[src/shared/vgm_pkg.sv]
/*
  Constants, register map and state type of the vector generator host mailbox.
  Assumes a single 100 MHz system clock and AXI4-Lite register access.
*/
package vgm_pkg;

  // ----------------------------------------------------------------------
  // Bus geometry
  // ----------------------------------------------------------------------
  localparam int VGM_ADDR_W = 18;
  localparam int VGM_DATA_W = 32;
  localparam int VGM_REG_W  = 8;

  // ----------------------------------------------------------------------
  // Register indexes and byte addresses (byte address = 4 * index)
  // ----------------------------------------------------------------------
  localparam logic [15:0] VGM_IDX_CONTROL    = 16'hFDF0;
  localparam logic [15:0] VGM_IDX_STATUS     = 16'hFDF1;
  localparam logic [15:0] VGM_IDX_DMA_PTR    = 16'hFDF2;
  localparam logic [15:0] VGM_IDX_INT_STATUS = 16'hFDF4;
  localparam logic [15:0] VGM_IDX_INT_MASK   = 16'hFDF5;

  localparam logic [17:0] VGM_ADDR_CONTROL    = {VGM_IDX_CONTROL, 2'h0};
  localparam logic [17:0] VGM_ADDR_STATUS     = {VGM_IDX_STATUS, 2'h0};
  localparam logic [17:0] VGM_ADDR_DMA_PTR    = {VGM_IDX_DMA_PTR, 2'h0};
  localparam logic [17:0] VGM_ADDR_INT_STATUS = {VGM_IDX_INT_STATUS, 2'h0};
  localparam logic [17:0] VGM_ADDR_INT_MASK   = {VGM_IDX_INT_MASK, 2'h0};

  // ----------------------------------------------------------------------
  // Field positions and reset values
  // ----------------------------------------------------------------------
  localparam int VGM_CTL_RESET_BIT     = 0;
  localparam int VGM_CTL_SELF_TEST_BIT = 6;
  localparam int VGM_STAT_BUSY_BIT     = 0;
  localparam int VGM_STAT_DONE_BIT     = 1;
  localparam int VGM_STAT_FLAG_LSB     = 5;

  localparam logic [7:0] VGM_CONTROL_RST  = 8'h01;
  localparam logic [7:0] VGM_DMA_PTR_RST  = 8'h00;
  localparam logic [7:0] VGM_INT_MASK_RST = 8'h00;

  // Flag codes in status bits 7:5
  localparam logic [2:0] VGM_FLAG_NONE          = 3'h0;
  localparam logic [2:0] VGM_FLAG_TASK_COMPLETE = 3'h4;
  localparam logic [2:0] VGM_FLAG_MOTION_SYNC   = 3'h2;
  localparam logic [2:0] VGM_FLAG_MOTION_ERROR  = 3'h1;

  // Interrupt status bits
  localparam int VGM_IRQ_W    = 3;
  localparam int VGM_IRQ_TC   = 0;
  localparam int VGM_IRQ_SYNC = 1;
  localparam int VGM_IRQ_ERR  = 2;

  // ----------------------------------------------------------------------
  // Self-test patterns
  // ----------------------------------------------------------------------
  localparam logic [7:0] VGM_DMA_PATTERN = 8'hAA;
  localparam logic [7:0] VGM_RAM_PATTERN = 8'h5A;
  localparam int         VGM_RAM_DEPTH   = 16;
  localparam int         VGM_RAM_AW      = 4;
  localparam logic [3:0] VGM_RAM_TEST_ADDR = 4'hF;

  // ----------------------------------------------------------------------
  // Timing
  // ----------------------------------------------------------------------
  localparam int VGM_CLK_PERIOD_NS   = 10;
  localparam int VGM_MOTION_GAP_US   = 128;
  localparam int VGM_MOTION_GAP_CYC  =
    (VGM_MOTION_GAP_US * 1000 + VGM_CLK_PERIOD_NS - 1) / VGM_CLK_PERIOD_NS;
  localparam int VGM_MCK_HALF_CYC    = 8;

  // AXI responses
  localparam logic [1:0] VGM_RESP_OKAY   = 2'h0;
  localparam logic [1:0] VGM_RESP_SLVERR = 2'h2;

  // Coprocessor self-test sequencer
  typedef enum logic [3:0] {
    VGM_ST_IDLE,
    VGM_ST_TC_WAIT,
    VGM_ST_SYNC_WAIT,
    VGM_ST_GAP,
    VGM_ST_ERR_WAIT,
    VGM_ST_CLK_POLL,
    VGM_ST_CLK_WAIT,
    VGM_ST_RAM_WR,
    VGM_ST_RAM_RD,
    VGM_ST_RAM_CHK,
    VGM_ST_RAM_WAIT,
    VGM_ST_DMA_CHK,
    VGM_ST_DMA_WAIT,
    VGM_ST_DONE
  } vgm_state_t;

endpackage

[src/rtl/vgm_mailbox.sv]
/*
  Host mailbox of the vector generator: control and flag status locations,
  DMA pointer register, coprocessor self-test sequencer, interrupt logic.
  Assumes an AXI4-Lite master on clk, and a drive board that loops the
  master clock back on the integration clock return input.
*/
// The AXI4-Lite slave port is implemented in this module.
module vgm_mailbox
  import vgm_pkg::*;
#(
  parameter int MOTION_GAP_CYC = VGM_MOTION_GAP_CYC,
  parameter int MCK_HALF_CYC   = VGM_MCK_HALF_CYC
)
(
  // Clock and reset
  input  wire logic                  clk,
  input  wire logic                  reset,
  // AXI4-Lite write address
  input  wire logic                  s_axi_awvalid,
  output logic                       s_axi_awready,
  input  wire logic [VGM_ADDR_W-1:0] s_axi_awaddr,
  input  wire logic [2:0]            s_axi_awprot,
  // AXI4-Lite write data
  input  wire logic                  s_axi_wvalid,
  output logic                       s_axi_wready,
  input  wire logic [VGM_DATA_W-1:0] s_axi_wdata,
  input  wire logic [3:0]            s_axi_wstrb,
  // AXI4-Lite write response
  output logic                       s_axi_bvalid,
  input  wire logic                  s_axi_bready,
  output logic      [1:0]            s_axi_bresp,
  // AXI4-Lite read address
  input  wire logic                  s_axi_arvalid,
  output logic                       s_axi_arready,
  input  wire logic [VGM_ADDR_W-1:0] s_axi_araddr,
  input  wire logic [2:0]            s_axi_arprot,
  // AXI4-Lite read data
  output logic                       s_axi_rvalid,
  input  wire logic                  s_axi_rready,
  output logic      [VGM_DATA_W-1:0] s_axi_rdata,
  output logic      [1:0]            s_axi_rresp,
  // Drive board clock loop
  output logic                       master_clock_out,
  input  wire logic                  integration_clock_return,
  // Interrupt
  output logic                       irq
);

  // --------------------------------------------------------------------
  // Parameter checks
  // --------------------------------------------------------------------
  if (MOTION_GAP_CYC < 1 || MOTION_GAP_CYC > 65535)
  begin : g_bad_gap
    $error("motion gap count out of range");
  end
  if (MCK_HALF_CYC < 1 || MCK_HALF_CYC > 65535)
  begin : g_bad_mck
    $error("master clock half period out of range");
  end

  // --------------------------------------------------------------------
  // Declarations
  // --------------------------------------------------------------------
  logic                  aw_hold_q;
  logic [VGM_ADDR_W-1:0] awaddr_q;
  logic                  w_hold_q;
  logic [7:0]            wdata_q;
  logic                  wstrb0_q;
  logic                  do_write;
  logic                  wr_hit;
  logic                  rd_take;
  logic                  rd_status;
  logic                  bvalid_q;
  logic [1:0]            bresp_q;
  logic                  rvalid_q;
  logic [VGM_DATA_W-1:0] rdata_q;
  logic [1:0]            rresp_q;
  logic [7:0]            control_q;
  logic [7:0]            dma_ptr_q;
  logic [2:0]            flag_q;
  logic [VGM_IRQ_W-1:0]  int_stat_q;
  logic [VGM_IRQ_W-1:0]  int_mask_q;
  logic [VGM_IRQ_W-1:0]  int_set;
  vgm_state_t            state_q;
  logic                  done_q;
  logic                  post_en;
  logic [2:0]            post_code;
  logic                  copro_reset_q;
  logic                  copro_rst_prev_q;
  logic                  release_start;
  logic [15:0]           gap_cnt_q;
  logic [15:0]           mck_cnt_q;
  logic                  mck_q;
  logic                  ic_meta_q;
  logic                  ic_samp_q;
  logic                  ic_prev_q;
  logic                  ic_edge;
  logic                  ram_we;
  logic                  ram_re;
  logic [7:0]            ram_rdata;
  logic [7:0]            status_byte;

  // --------------------------------------------------------------------
  // AXI4-Lite write channel
  // --------------------------------------------------------------------
  assign s_axi_awready = !aw_hold_q && !bvalid_q;
  assign s_axi_wready  = !w_hold_q && !bvalid_q;
  assign do_write      = aw_hold_q && w_hold_q && !bvalid_q;
  assign wr_hit        = (awaddr_q == VGM_ADDR_CONTROL) || (awaddr_q == VGM_ADDR_DMA_PTR)
                      || (awaddr_q == VGM_ADDR_INT_STATUS) || (awaddr_q == VGM_ADDR_INT_MASK);

  // Address and data capture, in either order
  always_ff @(posedge clk)
  begin
    if (reset)
    begin
      aw_hold_q <= 1'b0;
      awaddr_q  <= '0;
      w_hold_q  <= 1'b0;
      wdata_q   <= '0;
      wstrb0_q  <= 1'b0;
    end
    else
    begin
      if (s_axi_awvalid && s_axi_awready)
      begin
        aw_hold_q <= 1'b1;
        awaddr_q  <= s_axi_awaddr;
      end
      else if (do_write)
      begin
        aw_hold_q <= 1'b0;
      end
      if (s_axi_wvalid && s_axi_wready)
      begin
        w_hold_q <= 1'b1;
        wdata_q  <= s_axi_wdata[7:0];
        wstrb0_q <= s_axi_wstrb[0];
      end
      else if (do_write)
      begin
        w_hold_q <= 1'b0;
      end
    end
  end

  // Write response
  always_ff @(posedge clk)
  begin
    if (reset)
    begin
      bvalid_q <= 1'b0;
      bresp_q  <= VGM_RESP_OKAY;
    end
    else if (do_write)
    begin
      bvalid_q <= 1'b1;
      bresp_q  <= wr_hit ? VGM_RESP_OKAY : VGM_RESP_SLVERR;
    end
    else if (s_axi_bready)
    begin
      bvalid_q <= 1'b0;
    end
  end

  assign s_axi_bvalid = bvalid_q;
  assign s_axi_bresp  = bresp_q;

  // --------------------------------------------------------------------
  // AXI4-Lite read channel
  // --------------------------------------------------------------------
  assign s_axi_arready = !rvalid_q;
  assign rd_take       = s_axi_arvalid && !rvalid_q;
  assign rd_status     = rd_take && (s_axi_araddr == VGM_ADDR_STATUS);
  assign status_byte   = {flag_q, 3'h0, done_q, (state_q != VGM_ST_IDLE)
                          && (state_q != VGM_ST_DONE)};

  // Read data decode and response
  always_ff @(posedge clk)
  begin
    if (reset)
    begin
      rvalid_q <= 1'b0;
      rdata_q  <= '0;
      rresp_q  <= VGM_RESP_OKAY;
    end
    else if (rd_take)
    begin
      rvalid_q <= 1'b1;
      rresp_q  <= VGM_RESP_OKAY;
      unique case (s_axi_araddr)
        VGM_ADDR_CONTROL:    rdata_q <= {24'h00_0000, control_q};
        VGM_ADDR_STATUS:     rdata_q <= {24'h00_0000, status_byte};
        VGM_ADDR_DMA_PTR:    rdata_q <= {24'h00_0000, dma_ptr_q};
        VGM_ADDR_INT_STATUS: rdata_q <= {29'h0000_0000, int_stat_q};
        VGM_ADDR_INT_MASK:   rdata_q <= {29'h0000_0000, int_mask_q};
        default:
        begin
          rdata_q <= '0;
          rresp_q <= VGM_RESP_SLVERR;
        end
      endcase
    end
    else if (s_axi_rready)
    begin
      rvalid_q <= 1'b0;
    end
  end

  assign s_axi_rvalid = rvalid_q;
  assign s_axi_rdata  = rdata_q;
  assign s_axi_rresp  = rresp_q;

  // --------------------------------------------------------------------
  // Software registers
  // --------------------------------------------------------------------

  // Control and DMA pointer, byte lane 0 only
  always_ff @(posedge clk)
  begin
    if (reset)
    begin
      control_q <= VGM_CONTROL_RST;
      dma_ptr_q <= VGM_DMA_PTR_RST;
    end
    else if (do_write && wstrb0_q)
    begin
      if (awaddr_q == VGM_ADDR_CONTROL)
      begin
        control_q <= wdata_q;
      end
      if (awaddr_q == VGM_ADDR_DMA_PTR)
      begin
        dma_ptr_q <= wdata_q;
      end
    end
  end

  // Coprocessor reset and release detection
  assign release_start = copro_rst_prev_q && !copro_reset_q
                      && control_q[VGM_CTL_SELF_TEST_BIT];
  always_ff @(posedge clk)
  begin
    if (reset)
    begin
      copro_reset_q    <= 1'b1;
      copro_rst_prev_q <= 1'b1;
    end
    else
    begin
      copro_reset_q    <= control_q[VGM_CTL_RESET_BIT];
      copro_rst_prev_q <= copro_reset_q;
    end
  end

  // --------------------------------------------------------------------
  // Flag location: one code at a time, cleared by a status read
  // --------------------------------------------------------------------
  always_ff @(posedge clk)
  begin
    if (reset || copro_reset_q)
    begin
      flag_q <= VGM_FLAG_NONE;
    end
    else if (post_en)
    begin
      flag_q <= post_code;
    end
    else if (rd_status)
    begin
      flag_q <= VGM_FLAG_NONE;
    end
  end

  // --------------------------------------------------------------------
  // Interrupt status, mask and output
  // --------------------------------------------------------------------
  assign int_set[VGM_IRQ_TC]   = post_en && (post_code == VGM_FLAG_TASK_COMPLETE);
  assign int_set[VGM_IRQ_SYNC] = post_en && (post_code == VGM_FLAG_MOTION_SYNC);
  assign int_set[VGM_IRQ_ERR]  = post_en && (post_code == VGM_FLAG_MOTION_ERROR);

  // Sticky bits, write one to clear, a new event wins
  always_ff @(posedge clk)
  begin
    if (reset)
    begin
      int_stat_q <= '0;
      int_mask_q <= VGM_INT_MASK_RST[VGM_IRQ_W-1:0];
    end
    else
    begin
      if (do_write && wstrb0_q && awaddr_q == VGM_ADDR_INT_STATUS)
      begin
        int_stat_q <= (int_stat_q & ~wdata_q[VGM_IRQ_W-1:0]) | int_set;
      end
      else
      begin
        int_stat_q <= int_stat_q | int_set;
      end
      if (do_write && wstrb0_q && awaddr_q == VGM_ADDR_INT_MASK)
      begin
        int_mask_q <= wdata_q[VGM_IRQ_W-1:0];
      end
    end
  end

  assign irq = |(int_stat_q & int_mask_q);

  // --------------------------------------------------------------------
  // Integration clock loop
  // --------------------------------------------------------------------

  // Master clock divider driven to the drive board
  always_ff @(posedge clk)
  begin
    if (reset)
    begin
      mck_cnt_q <= '0;
      mck_q     <= 1'b0;
    end
    else if (mck_cnt_q == 16'(MCK_HALF_CYC - 1))
    begin
      mck_cnt_q <= '0;
      mck_q     <= !mck_q;
    end
    else
    begin
      mck_cnt_q <= mck_cnt_q + 16'h0001;
    end
  end

  assign master_clock_out = mck_q;

  // Returning clock registered twice, edge taken after the second stage
  always_ff @(posedge clk)
  begin
    if (reset)
    begin
      ic_meta_q <= 1'b0;
      ic_samp_q <= 1'b0;
      ic_prev_q <= 1'b0;
    end
    else
    begin
      ic_meta_q <= integration_clock_return;
      ic_samp_q <= ic_meta_q;
      ic_prev_q <= ic_samp_q;
    end
  end

  assign ic_edge = ic_samp_q != ic_prev_q;

  // --------------------------------------------------------------------
  // Scratch RAM
  // --------------------------------------------------------------------
  assign ram_we = state_q == VGM_ST_RAM_WR;
  assign ram_re = state_q == VGM_ST_RAM_RD;

  vgm_scratch_ram #(
    .DATA_W (VGM_REG_W),
    .DEPTH  (VGM_RAM_DEPTH),
    .AW     (VGM_RAM_AW)
  ) u_ram (
    .clk       (clk),
    .reset     (reset),
    .wr_en     (ram_we),
    .wr_addr   (VGM_RAM_TEST_ADDR),
    .wr_data   (VGM_RAM_PATTERN),
    .rd_en     (ram_re),
    .rd_addr   (VGM_RAM_TEST_ADDR),
    .rd_data_q (ram_rdata)
  );

  // --------------------------------------------------------------------
  // Self-test sequencer posting codes
  // --------------------------------------------------------------------
  always_comb
  begin
    post_en   = 1'b0;
    post_code = VGM_FLAG_NONE;
    unique case (state_q)
      VGM_ST_IDLE:
      begin
        post_en   = release_start;
        post_code = VGM_FLAG_TASK_COMPLETE;
      end
      VGM_ST_TC_WAIT:
      begin
        post_en   = flag_q == VGM_FLAG_NONE;
        post_code = VGM_FLAG_MOTION_SYNC;
      end
      VGM_ST_GAP:
      begin
        post_en   = gap_cnt_q == 16'h0000;
        post_code = VGM_FLAG_MOTION_ERROR;
      end
      VGM_ST_CLK_POLL:
      begin
        post_en   = ic_edge;
        post_code = VGM_FLAG_TASK_COMPLETE;
      end
      VGM_ST_RAM_CHK:
      begin
        post_en   = ram_rdata == VGM_RAM_PATTERN;
        post_code = VGM_FLAG_TASK_COMPLETE;
      end
      VGM_ST_DMA_CHK:
      begin
        post_en   = dma_ptr_q == VGM_DMA_PATTERN;
        post_code = VGM_FLAG_TASK_COMPLETE;
      end
      default:
      begin
        post_en   = 1'b0;
        post_code = VGM_FLAG_NONE;
      end
    endcase
  end

  // Sequencer state, each posted code waits for the host read
  always_ff @(posedge clk)
  begin
    if (reset || copro_reset_q)
    begin
      state_q   <= VGM_ST_IDLE;
      gap_cnt_q <= '0;
      done_q    <= 1'b0;
    end
    else
    begin
      unique case (state_q)
        VGM_ST_IDLE:      if (release_start) state_q <= VGM_ST_TC_WAIT;
        VGM_ST_TC_WAIT:   if (post_en) state_q <= VGM_ST_SYNC_WAIT;
        VGM_ST_SYNC_WAIT:
        begin
          gap_cnt_q <= 16'(MOTION_GAP_CYC - 1);
          if (flag_q == VGM_FLAG_NONE) state_q <= VGM_ST_GAP;
        end
        VGM_ST_GAP:
        begin
          gap_cnt_q <= gap_cnt_q - 16'h0001;
          if (post_en) state_q <= VGM_ST_ERR_WAIT;
        end
        VGM_ST_ERR_WAIT:  if (flag_q == VGM_FLAG_NONE) state_q <= VGM_ST_CLK_POLL;
        VGM_ST_CLK_POLL:  if (post_en) state_q <= VGM_ST_CLK_WAIT;
        VGM_ST_CLK_WAIT:  if (flag_q == VGM_FLAG_NONE) state_q <= VGM_ST_RAM_WR;
        VGM_ST_RAM_WR:    state_q <= VGM_ST_RAM_RD;
        VGM_ST_RAM_RD:    state_q <= VGM_ST_RAM_CHK;
        VGM_ST_RAM_CHK:   state_q <= post_en ? VGM_ST_RAM_WAIT : VGM_ST_RAM_WR;
        VGM_ST_RAM_WAIT:  if (flag_q == VGM_FLAG_NONE) state_q <= VGM_ST_DMA_CHK;
        VGM_ST_DMA_CHK:   if (post_en) state_q <= VGM_ST_DMA_WAIT;
        VGM_ST_DMA_WAIT:
        begin
          if (flag_q == VGM_FLAG_NONE)
          begin
            state_q <= VGM_ST_DONE;
            done_q  <= 1'b1;
          end
        end
        VGM_ST_DONE:      state_q <= VGM_ST_DONE;
        default:          state_q <= VGM_ST_IDLE;
      endcase
    end
  end

endmodule

[src/rtl/vgm_scratch_ram.sv]
/*
  Small scratch RAM of the coprocessor: synchronous write, registered read.
  Assumes one clock and a synchronous active-high reset of the read register.
*/
module vgm_scratch_ram
  import vgm_pkg::*;
#(
  parameter int DATA_W = VGM_REG_W,
  parameter int DEPTH  = VGM_RAM_DEPTH,
  parameter int AW     = VGM_RAM_AW
)
(
  // Clock and reset
  input  wire logic              clk,
  input  wire logic              reset,
  // Write port
  input  wire logic              wr_en,
  input  wire logic [AW-1:0]     wr_addr,
  input  wire logic [DATA_W-1:0] wr_data,
  // Read port
  input  wire logic              rd_en,
  input  wire logic [AW-1:0]     rd_addr,
  output logic      [DATA_W-1:0] rd_data_q
);

  // --------------------------------------------------------------------
  // Parameter check
  // --------------------------------------------------------------------
  if (DEPTH > (1 << AW) || DEPTH < 1)
  begin : g_bad
    $error("scratch ram depth does not fit address width");
  end

  logic [DATA_W-1:0] mem [DEPTH];

  // Storage write
  always_ff @(posedge clk)
  begin
    if (wr_en)
    begin
      mem[wr_addr] <= wr_data;
    end
  end

  // Registered read data
  always_ff @(posedge clk)
  begin
    if (reset)
    begin
      rd_data_q <= '0;
    end
    else if (rd_en)
    begin
      rd_data_q <= mem[rd_addr];
    end
  end

endmodule

[config.mk]
export PLATFORM = sky130hd
export DESIGN_NAME = vgm_mailbox
export DESIGN_NICKNAME = d
export VERILOG_FILES = /design/src/shared/vgm_pkg.sv /design/src/rtl/vgm_mailbox.sv /design/src/rtl/vgm_scratch_ram.sv
export SDC_FILE = /design/constraint.sdc
export NUM_CORES = 1
export LEC_CHECK = 0
export BUFFER_PORTS_ARGS = -buffer_cell sky130_fd_sc_hd__buf_2
export CORE_MARGIN = 4
export CORE_UTILIZATION = 35
export CTS_CLUSTER_DIAMETER = 30
export CTS_CLUSTER_SIZE = 28
export DETAILED_ROUTE_END_ITERATION = 10
export SYNTH_ARGS = -nofsm -noshare
export SYNTH_HDL_FRONTEND = slang
export SYNTH_SLANG_ARGS = --single-unit
[constraint.sdc]
create_clock -name clk -period 3 [get_ports clk]
set_input_delay 0.45 -clock clk [delete_from_list [all_inputs] [get_ports clk]]
set_output_delay 0.45 -clock clk [all_outputs]
set_load 0.02 [all_outputs]
== Word level (Yosys, flattened, before mapping) ==
Index checks and enable logic that the tools add are counted.

* Bitwise operators: 5
* Add/sub/neg operators: 2
* Eq/ne operators: 40
* Mux-type cells: 28
* Reduce and logical (&&, ||, !) cells: 45

{| class="wikitable"
|+ Operators with widths
! operator !! number
|-
| $eq 18x18->1 const B || 9
|-
| $pmux 4 s14 || 1
|-
| $mux 4 || 11
|-
| $pmux 8 s5 || 1
|-
| $pmux 16 s2 || 1
|-
| $eq 4x4->1 const B || 6
|-
| $ne 2x2->1 const B || 10
|-
| $logic_and 1x1->1 || 17
|-
| $add 16x1->16 const B || 1
|-
| $eq 16x3->1 const B || 1
|-
| $eq 4x3->1 const B || 4
|-
| $logic_not 16->1 || 1
|-
| $sub 16x1->16 const B || 1
|-
| $reduce_bool 2->1 || 6
|-
| $reduce_and 10->1 || 1
|-
| $mux 3 || 3
|-
| $pmux 3 s3 || 1
|-
| $eq 4x2->1 const B || 2
|-
| $eq 8x7->1 const B || 1
|-
| $eq 8x8->1 const B || 1
|-
| $mux 1 || 7
|-
| $and 3x3->3 || 2
|-
| $logic_not 1->1 || 6
|-
| $or 3x3->3 || 2
|-
| 18 further kinds || 24
|}

* Bits in registers: 143
* Output and inout port bits: 43

== Logic depth before layout (Yosys ltp) ==
Gate-level depths: netlist (run 1).

* Depth in word-level cells: 7
* Depth in mapped cells: 8
* Mapped depth without buffers: 7

== By module ==
From an unflattened synthesis (run 1), not the netlist that was laid out.

* Cell total of the unflattened synthesis: 943
* Area total of the unflattened synthesis: 10462.5 um^2

{| class="wikitable"
|+ By module, submodules not included
! module !! times used !! cells an instance !! seq. area each (um^2) !! area each (um^2)
|-
| vgm_scratch_ram || 1 || 316 || 4003.8 || 5343.9
|-
| vgm_mailbox || 1 || 627 || 2182.1 || 5118.7
|}

== Least setup slack after synthesis (run 1) ==
Ideal clock, no wire load.

* Path type: flip-flop to flip-flop
* Start point: register state_q[0]
* End point: register state_q[1]
* Slack: 1018 ps
* Data arrival time: 1883 ps
* Cell stages (with the launch flop): 8
* Path buffers: 2
* Library setup time: 100 ps
* Path through: dfxtp_1 -> buf_6 -> and2_4 -> and3_1 -> or4_4 -> buf_6 -> o311a_4 -> a2111oi_4

* Word-level cells in the longest chain between the ends: 4

{| class="wikitable"
|+ Ends and longest elaborated chain
! element !! RTL line !! text
|-
| start, declared || vgm_mailbox.sv:84 || <nowiki>vgm_state_t state_q;</nowiki>
|-
| start signal, assigned || vgm_mailbox.sv:449 || <nowiki>VGM_ST_RAM_CHK: state_q <= post_en ? VGM_ST_RAM_WAIT : VGM_ST_RAM_WR;</nowiki>
|-
| $eq 4x4->1 (tied with other cells) || vgm_mailbox.sv:381, vgm_mailbox.sv:431 ||
|-
| $pmux 1 s6 || vgm_mailbox.sv:381 || <nowiki>unique case (state_q)</nowiki>
|-
| $ne 2x2->1 (no line) || n/a ||
|-
| $reduce_and 10->1 (no line) || n/a ||
|}

Several ways; a longest one is shown, not always the timed one.
A chain may end at the register's enable or synchronous reset.

== Final worst setup path (run 1) ==
* Start point: register state_q[1]
* End point: register flag_q[0]

* Word-level cells in the longest chain between the ends: 4

{| class="wikitable"
|+ Ends and longest elaborated chain
! element !! RTL line !! text
|-
| $eq 4x4->1 (tied with other cells) || vgm_mailbox.sv:381 ||
|-
| $reduce_or 4->1 (no line) || n/a ||
|-
| $pmux 3 s3 || vgm_mailbox.sv:381 ||
|-
| $mux 3 || vgm_mailbox.sv:265 || <nowiki>else if (post_en)</nowiki>
|-
| end signal, assigned || vgm_mailbox.sv:267 || <nowiki>flag_q <= post_code;</nowiki>
|-
| end, declared || vgm_mailbox.sv:80 || <nowiki>logic [2:0] flag_q;</nowiki>
|}

Several ways; a longest one is shown, not always the timed one.

==> impl_metrics.ini, run 1 <==
[cts]
cts_root_buf = clkbuf_16
cts_setup_buffers = 0
cts.clk_slew.worst_paths_ns = 0.07
clock_sinks = 110
insertion_delay_ns = 0.35
clock_path_buffers = 2
cts_made_buffers = 9
post_cts_resized = 0
cts_tree = built
htreeDepth = 3
hold_buffers = 0

[routing]
dr.pass1.iters = 4
drt_wl_total_um = 11440
drc = 0
route.met3.wl_um = 632
wl_per_cell_um = 13.55
via_count = 4210
met1Wirelength_um = 5566
dr.first_iter.drc_count = 187
vias_per_cell = 4.988
ant_nets = 0
highest_layer = met4
met2_wirelength_um = 5150

[power_and_ir_drop]
p_leak_nw = 2.303
power_density_nw_per_um2 = 496.0
ir_drop_mv = 0.3238

[global_routing]
grt_max_degree = 45
track_usage_pct = 13.90
grt_pass1_vias = 3994
grt_pass1_wl_um = 19000
overflow = 0
antenna_found_initial = 0

[floorplan]
rows = 43
die_x_um = 128.9
dieHeight_um = 128.9
io_pins = 129
die_area_um2 = 16610
coreArea_um2 = 14100
start_util_pct = 36.28

[sta]
rsz0062_at_grt = no
finalSetupTns_ns = 0
slew_headroom_pct = 55.08
finalHoldViolCount = 0
setup_viol = 0
clock_skew_ns = 0.007989
worst_slew_pin_slew_ns = 0.6729
period_needed_ns = 2.411
slew_viol_final = 0
fmaxAchievable_mhz = 414.7
fin_crit_sh_pct = 80.37

[placement]
gp_congestion = 0.7900
dp_hpwl_um = 8458
dpl.cell_count = 828
port_buffers = 69

[cells_and_area]
nets = 748
areaGrowthSynthToFinish_pct = 13.21
drive_above_1_share_pct = 15.96
stdcell_count = 844
antenna_cells = 0
fillers = 1448
seq_area_um2 = 2202
multiInputGateArea_um2 = 2613

[synthesis]
synth_top_cell_by_area = dfxtp_1
ys_types = 68
synth-main-ff-cell = dfxtp_1
ys_ff_latch = 110
synth_commonest_cells = dfxtp_1 (110), nand2_1 (83), nor2_1 (77)
syn_inst = 603
synth_seq_area_share_pct = 43.06
yosysMostFrequentCell = dfxtp_1
yosysWarnings = 0
yosys.area.top_type_share_pct = 43.06
netlist_area_um2 = 5114
synthTopCellsByArea = dfxtp_1 (43%), nand2_1 (6.1%), nor2_1 (5.7%)
synth_edf_count = 0
async_flop_share_pct = 0
syn_avg_cell_area_um2 = 8.480

[critical_path]
rr_startpoint = state_q[1]
reg2reg_slack_ns = 0.59
r2r-end = flag_q[0]
crit_type = flip-flop to flip-flop
crit_required_ns = 3.28
crit_slowest_cell = dfxtp_1
cp_slowest_stage_delay_ns = 0.65
worstSetupEndpointType = flip-flop
critPathMaxFanout = 16
path_cells = nor2_1 > and3_1 > or4_4 > a2111oi_0 > o21a_1
rr_worst_depth = 5
crit_arrival_ns = 2.70
start_kind = flip-flop

[status]
outcome = completed

[hold_path]
hold_end = s_axi_rvalid
hold_depth = 2
hp-class = input port to flip-flop
min_from = s_axi_rready

[flow_run]
drv_cap = 0
-- placed cells by master, fill, tap and decap left out, drive strengths merged, types with 3 or more instances in the layout --
cell type / count
a2111oi: 3
a21oi: 50
a311oi: 4
a31oi: 3
a32oi: 6
and2: 5
and3: 5
buf: 75
clkbuf: 10
conb: 26
dfxtp: 110
ha: 3
inv: 20
mux2: 5
mux2i: 23
nand2: 83
nand2b: 5
nand3: 13
nand3b: 4
nand4: 8
nand4b: 5
nor2: 77
nor2b: 13
nor3: 14
nor3b: 3
nor4: 4
o21a: 3
o21ai: 15
or4: 4
xnor2: 12
xor2: 12
-- routing by layer --
layer / vias up / track usage (%)
met4: 0 / 3.027
met3: 6 / 4.027
met1: 1947 / 18.47
met2: 100 / 22.50
met5: - / 0
li1: 2157 / -
-- where the power goes --
group | internal [W] | switching, W | leakage, nW
Clock | 0.000599 | 0.000545 | 0.138
Combinational | 0.0000692 | 0.000136 | 1.27
Sequential | 0.00150 | 0.0000271 | 0.893
-- registers in the layout (all words and copies together) (netlist names), 4 cells and up --
signal	flops
mck_cnt_q	16
s_axi_rdata	8
awaddr_q	18
control_q	8
wdata_q	8
dma_ptr_q	8
gap_cnt_q	16
state_q	4
-- area by class of cell --
cell class / instances / share of cell area, %
Clock buffer: 10 / 4.128
Clock inverter: 6 / 0.9077
Inverter: 18 / 1.167
Multi-Input combinational cell: 445 / 45.13
Sequential cell: 110 / 38.04
Tap cell: 180 / 3.890
Timing Repair Buffer: 75 / 6.743
-- how the worst max path moves through the flow --
| stage | from | to | slack (ns) | cells after the start |
|---|---|---|---|---|
| finish | state_q[1] | flag_q[0] | 0.59 | 5 |
| global route | state_q[1] | flag_q[0] | 0.40 | 5 |
| global placement | state_q[0] | state_q[1] | 0.68 | 5 |
| detailed placement | state_q[0] | state_q[1] | 0.64 | 5 |
| floorplan | state_q[0] | state_q[1] | 1.02 | 7 |
| CTS | state_q[1] | flag_q[0] | 0.60 | 5 |
-- critical path: cells and delay by family, from the launching register on --
kind | cells | cell delay, ns
AOI/OAI and AO/OA | 2 | 0.65
DFF | 1 | 0.65
and+or+nand+nor | 3 | 1.06
-- metrics by stage --
step	total power (W)	hold WS [ns]	area (µm²)	setup WS [ns]	util [%]
finish	0.002872	0.2879	5789	0.5889	41.07
global route	0.003008	0.2901	5789	0.3982	41.07
CTS	0.002923	0.2760	5789	0.6045	41.07
detailed placement	0.001763	0.4299	5498	0.6363	39.00
global placement	0.001758	0.4284	5498	0.6754	39.00
floorplan	0.001717	0.4138	5207	1.018	-
-- kinds of logic (layout without fill, tap and decap cells) --
kind of cell | Yosys count | after routing | share of synthesized area, %
other | 1 | 26 | 0.07333
adders and majority gates | 3 | 3 | 0.7341
DFF | 110 | 110 | 43.06
and+or+nand+nor | 253 | 253 | 23.91
buffers and inverters | 73 | 109 | 7.683
muxes | 29 | 29 | 6.043
AOI/OAI and AO/OA | 110 | 110 | 14.39
xor gates and xnor gates | 24 | 24 | 4.111
(Power assumes the default switching activity.)
==> inputs of run 2 (changes only) <==
- ABC_AREA: unset -> 1
- clock period: 3 -> 2.1 ns (I/O delays scaled with it)
==> impl_metrics.ini, run 2 <==
[status]
outcome = completed

[routing]
dr.pass1.iters = 5
drc = 0
wl_per_cell_um = 12.25
ant_nets = 0
vias_per_cell = 4.712
drt_wl_total_um = 12450
via_count = 4787
dr.first_iter.drc_count = 316

[critical_path]
worstSetupEndpointType = flip-flop
cp_common_cell = nand2_1
crit_required_ns = 2.31
crit_arrival_ns = 1.89
cp_slowest_stage_delay_ns = 0.33
cp_num_cells = 7
crit_slowest_cell = dfxtp_1
path_cells = nand2_1 > nor3_1 > nand2_1 > nor3_1 > nand2_1 > nor2_1 > a211oi_1
rr_worst_depth = 7
reg2reg_slack_ns = 0.42
crit_type = flip-flop to flip-flop
start_kind = flip-flop
path_buf_inv = 0
path_delay_family = simple AND/OR/NAND/NOR gates
critPathMaxFanout = 11

[cells_and_area]
stdcell_count = 1016
layout.cells.most_common = dfxtp_1
final_cell_mix = dfxtp_1 (110), nor2_1 (109), nand2_1 (105), inv_1 (90), buf_2 (69)
fin_util_pct = 41.41
multiInputGateArea_um2 = 2560
fillers = 1585
top_regs = awaddr_q x18, gap_cnt_q x16, mck_cnt_q x16
largest_register_ffs = 18
areaGrowthSynthToFinish_pct = 14.47
antenna_cells = 0
drive_above_1_share_pct = 16.11
nets = 916
seq_area_um2 = 2202
regMostFlops = awaddr_q
final_area_um2 = 6087

[floorplan]
die_x_um = 131.3
start_util_pct = 36.18
io_pins = 129
dieHeight_um = 131.3
rows = 44
die_area_um2 = 17230
coreArea_um2 = 14700

[placement]
dpl.cell_count = 1000
placed_cell_area_um2 = 5801
port_buffers = 69
gp_congestion = 0.8392
dp_hpwl_um = 9429

[synthesis]
synth_commonest_cells = dfxtp_1 (110), nor2_1 (109), nand2_1 (105)
yosys.area.top_type_share_pct = 41.41
synth_top_cell_by_area = dfxtp_1
syn_avg_cell_area_um2 = 7.053
synthTopCellsByArea = dfxtp_1 (41%), nor2_1 (7.7%), nand2_1 (7.4%)
async_flop_share_pct = 0
netlist_area_um2 = 5318
yosysMostFrequentCell = dfxtp_1
ys_ff_latch = 110
syn_inst = 754
synth_edf_count = 0
synth_seq_area_share_pct = 41.41
ys_types = 47
synth-main-ff-cell = dfxtp_1
yosysWarnings = 0

[sta]
rsz0062_at_grt = no
slew_viol_final = 0
fmaxAchievable_mhz = 596.1
finalSetupTns_ns = 0
clock_skew_ns = 0.008428
fin_crit_sh_pct = 79.89
setup_viol = 0
finalHoldViolCount = 0
period_needed_ns = 1.678
hold_ws_ns = 0.1651

[cts]
clock_path_buffers = 2
htreeDepth = 3
clock_sinks = 110
cts_setup_buffers = 0
insertion_delay_ns = 0.35
cts.clk_slew.worst_paths_ns = 0.07
cts_made_buffers = 9
cts_root_buf = clkbuf_16
hold_buffers = 0
cts_tree = built
post_cts_resized = 0

[global_routing]
grt_pass1_vias = 4545
grt_max_degree = 51
track_usage_pct = 14.74
antenna_found_initial = 0
grt_pass1_wl_um = 21390
overflow = 0

[power_and_ir_drop]
ir_drop_mv = 0.3976
p_leak_nw = 2.596
power_density_nw_per_um2 = 686.8

[flow_run]
drv_cap = 0

[hold_path]
hold_depth = 3
hp-class = input port to flip-flop
## run 2: cell types whose count changed after synthesis, moves of 9 or more
cell / previous run / this run
clkbuf_1: 23 / 14
mux2i_1: 23 / 0
inv_2: 0 / 9
a21oi_1: 50 / 66
xnor2_1: 12 / 3
xor2_1: 12 / 3
nor2b_1: 13 / 0
nand3_1: 13 / 39
inv_1: 17 / 90
nand2_1: 83 / 105
nor2_1: 77 / 109
o21ai_0: 15 / 67
## run 2: power breakdown
group	internal (W)	switching [W]	total (W)
combinational	0.000112	0.000233	0.000345
sequential	0.00215	0.0000397	0.00219
clock	0.000876	0.000768	0.00164
## run 2: layout make-up
cell class,instances,share of cell area [%]
Inverter,101,6.249
Clock buffer,12,4.214
Tap cell,184,3.782
Multi-Input combinational cell,525,42.06
Timing Repair Buffer,80,7.030
Clock inverter,4,0.4933
Sequential cell,110,36.18
## run 2: worst min-delay path: stages
cell and delay (ns):
buf_2 0.07, inv_1 0.03, nor2_1 0.06
## run 2: per-layer routing
layer  vias up  part of all wire, %  routed length (µm)  global-route usage (%)
met5         -                    0                   0                       0
met4         0                 0.96                 119                   3.209
met3         8                  4.6                 569                   3.746
met2        88                   45                5582                   24.11
met1      2126                   50                6179                   19.78
li1       2565                    -                   -                       -
## run 2: path summary, 6_finish.rpt
check | start | endpoint
max | awaddr_q[9] | control_q[1]
min | integration_clock_return | ic_meta_q
max reg2reg | awaddr_q[9] | control_q[1]
min reg2reg | ic_meta_q | ic_samp_q
## run 2: logic make-up (layout without fill, tap and decap cells)
kind of cell,after synthesis,in the layout,synth area share (%)
and+or+nand+nor,326,326,28.12
AOI/OAI and AO/OA,164,164,16.49
buffers and inverters,144,197,12.21
DFF,110,110,41.41
xor gates and xnor gates,6,6,0.9884
adders and majority gates,3,3,0.7060
other,1,26,0.07052
## run 2: stage by stage
stage | power, W | setup WS, ns
2_1_floorplan | 0.002500 | 0.4911
3_3_place_gp | 0.002585 | 0.3550
3_5_place_dp | 0.002589 | 0.3612
4_1_cts | 0.004231 | 0.3985
5_1_grt | 0.004384 | 0.1596
6_report | 0.004181 | 0.4223
==> inputs of run 3 (changes only) <==
- ABC_AREA: 1 -> 0
- clock period: 2.1 -> 1.4 ns (I/O delays scaled with it)
==> impl_metrics.ini, run 3 (synthesis gave the netlist of run 1 again) <==
[hold_path]
hp-class = input port to flip-flop

[cts]
clock_sinks = 110
cts_tree = built
hold_buffers = 0
cts_root_buf = clkbuf_16
insertion_delay_ns = 0.35
cts_made_buffers = 9
htreeDepth = 3
clock_path_buffers = 2
cts.clk_slew.worst_paths_ns = 0.07

[sta]
finalHoldViolCount = 0
slew_viol_final = 0
hold_ws_ns = 0.03835
setup_viol = 48
period_needed_ns = 1.864
rsz0062_at_grt = yes
fmaxAchievable_mhz = 536.5
clock_skew_ns = 0.006962
setup_slack_ns = -0.4641
fin_crit_sh_pct = 133.1

[global_routing]
track_usage_pct = 16.25
grt_pass1_wl_um = 22120
grt_pass1_vias = 4773
overflow = 0
antenna_found_initial = 0
grt_max_degree = 71

[routing]
vias_per_cell = 4.986
ant_nets = 0
drc = 0
drt_wl_total_um = 13820
via_count = 4762
dr.first_iter.drc_count = 229
dr.pass1.iters = 4
wl_per_cell_um = 14.47

[floorplan]
coreArea_um2 = 14100
dieHeight_um = 128.9
die_area_um2 = 16610
io_pins = 129
rows = 43
start_util_pct = 36.28
die_x_um = 128.9

[cells_and_area]
areaGrowthSynthToFinish_pct = 45.71
final_area_um2 = 7451
antenna_cells = 0
largest_register_ffs = 18
drive_above_1_share_pct = 40.26
nets = 859
top_regs = awaddr_q x18, gap_cnt_q x16, mck_cnt_q x16
regMostFlops = awaddr_q
final_cell_mix = dfxtp_1 (93), buf_4 (93), nand2_1 (79), buf_2 (67), nor2_1 (52)

[placement]
pre_cts_ws_ns = -0.5052
placed_cell_area_um2 = 6325
gp_congestion = 0.9110
port_buffers = 69
dp_hpwl_um = 9724

[power_and_ir_drop]
power_density_nw_per_um2 = 916.7
ir_drop_mv = 1.057
p_leak_nw = 3.047

[flow_run]
drv_cap = 0

[critical_path]
crit_arrival_ns = 2.11
worstSetupEndpointType = flip-flop
critPathMaxFanout = 5
start_kind = flip-flop
crit_type = flip-flop to flip-flop
crit_required_ns = 1.65

[status]
outcome = finished with violations
violations = negative setup slack
==> run 3: cell types whose count changed in the layout (fill, tap and decap cells not counted), moves of 17 or more <==
cell,before,now
mux2i_1,0,23
nor2_1,109,52
buf_4,11,93
nand3_1,39,9
inv_1,90,15
dfxtp_1,110,93
nand2_1,105,79
a21oi_1,66,47
o21ai_0,67,11
==> run 3: routing by layer <==
layer  global-route usage [%]  routed length (µm)  part of all wire, %  vias up
met3                    4.110                 717                  5.2       26
met1                    19.72                5954                   43     2223
li1                         -                   -                    -     2374
met5                        0                   0                    0        -
met4                    5.683                 260                  1.9        0
met2                    27.93                6889                   50      139
==> run 3: worst paths after layout <==
kind | from | to | slack (ns) | cells after the start
max reg2reg | state_q[0] | state_q[1] | -0.46 | 5
min | s_axi_rready | s_axi_rvalid | 0.04 | 2
min reg2reg | awaddr_q[14] | awaddr_q[14] | 0.45 | 2
max | state_q[0] | state_q[1] | -0.46 | 5
==> run 3: stage by stage <==
step	setup TNS (ns)	power (W)	util (%)	instances
after CTS	-6.734	0.006890	49.43	943
after global routing	-13.18	0.007105	52.86	955
final	-8.882	0.006830	52.86	955
after detailed placement	-9.928	0.003852	44.87	920
after floorplan	-7.605	0.003693	-	628
after global placement	-8.794	0.003835	44.87	920
==> run 3: worst max-delay path: stages (launching register included) <==
cell and delay [ns]:
dfxtp_2 0.36, and2_4 0.16, and3_4 0.18, or4_4 0.56
o311a_4 0.33, a2111oi_4 0.17
==> run 3: timing repair <==
| action | 4_1_cts | 5_1_grt |
|---|---|---|
| setup buffers | 6 | 13 |
| gates cloned | 2 | 0 |
| pin swaps | 22 | 42 |
| endpoints found under the setup margin | 50 | 64 |
| gates resized for setup | 57 | 91 |
| endpoints found under the hold margin | 0 | 0 |
==> run 3: final cells by class <==
type	count	area, µm²
clock buffers	10	239.0
clock inverters	6	115.1
repair buffers	185	1391
multi-input cells	446	3174
flip-flops and latches	110	2238
fillers	1258	6645
inverters	18	67.56
well taps	180	225.2
==> run 3: where the power goes <==
group          total [W]  internal, W  leakage [nW]  switching, W
Sequential       0.00326      0.00320         0.903     0.0000616
Combinational   0.000573     0.000231          1.97      0.000342
Clock            0.00300      0.00181         0.175       0.00119
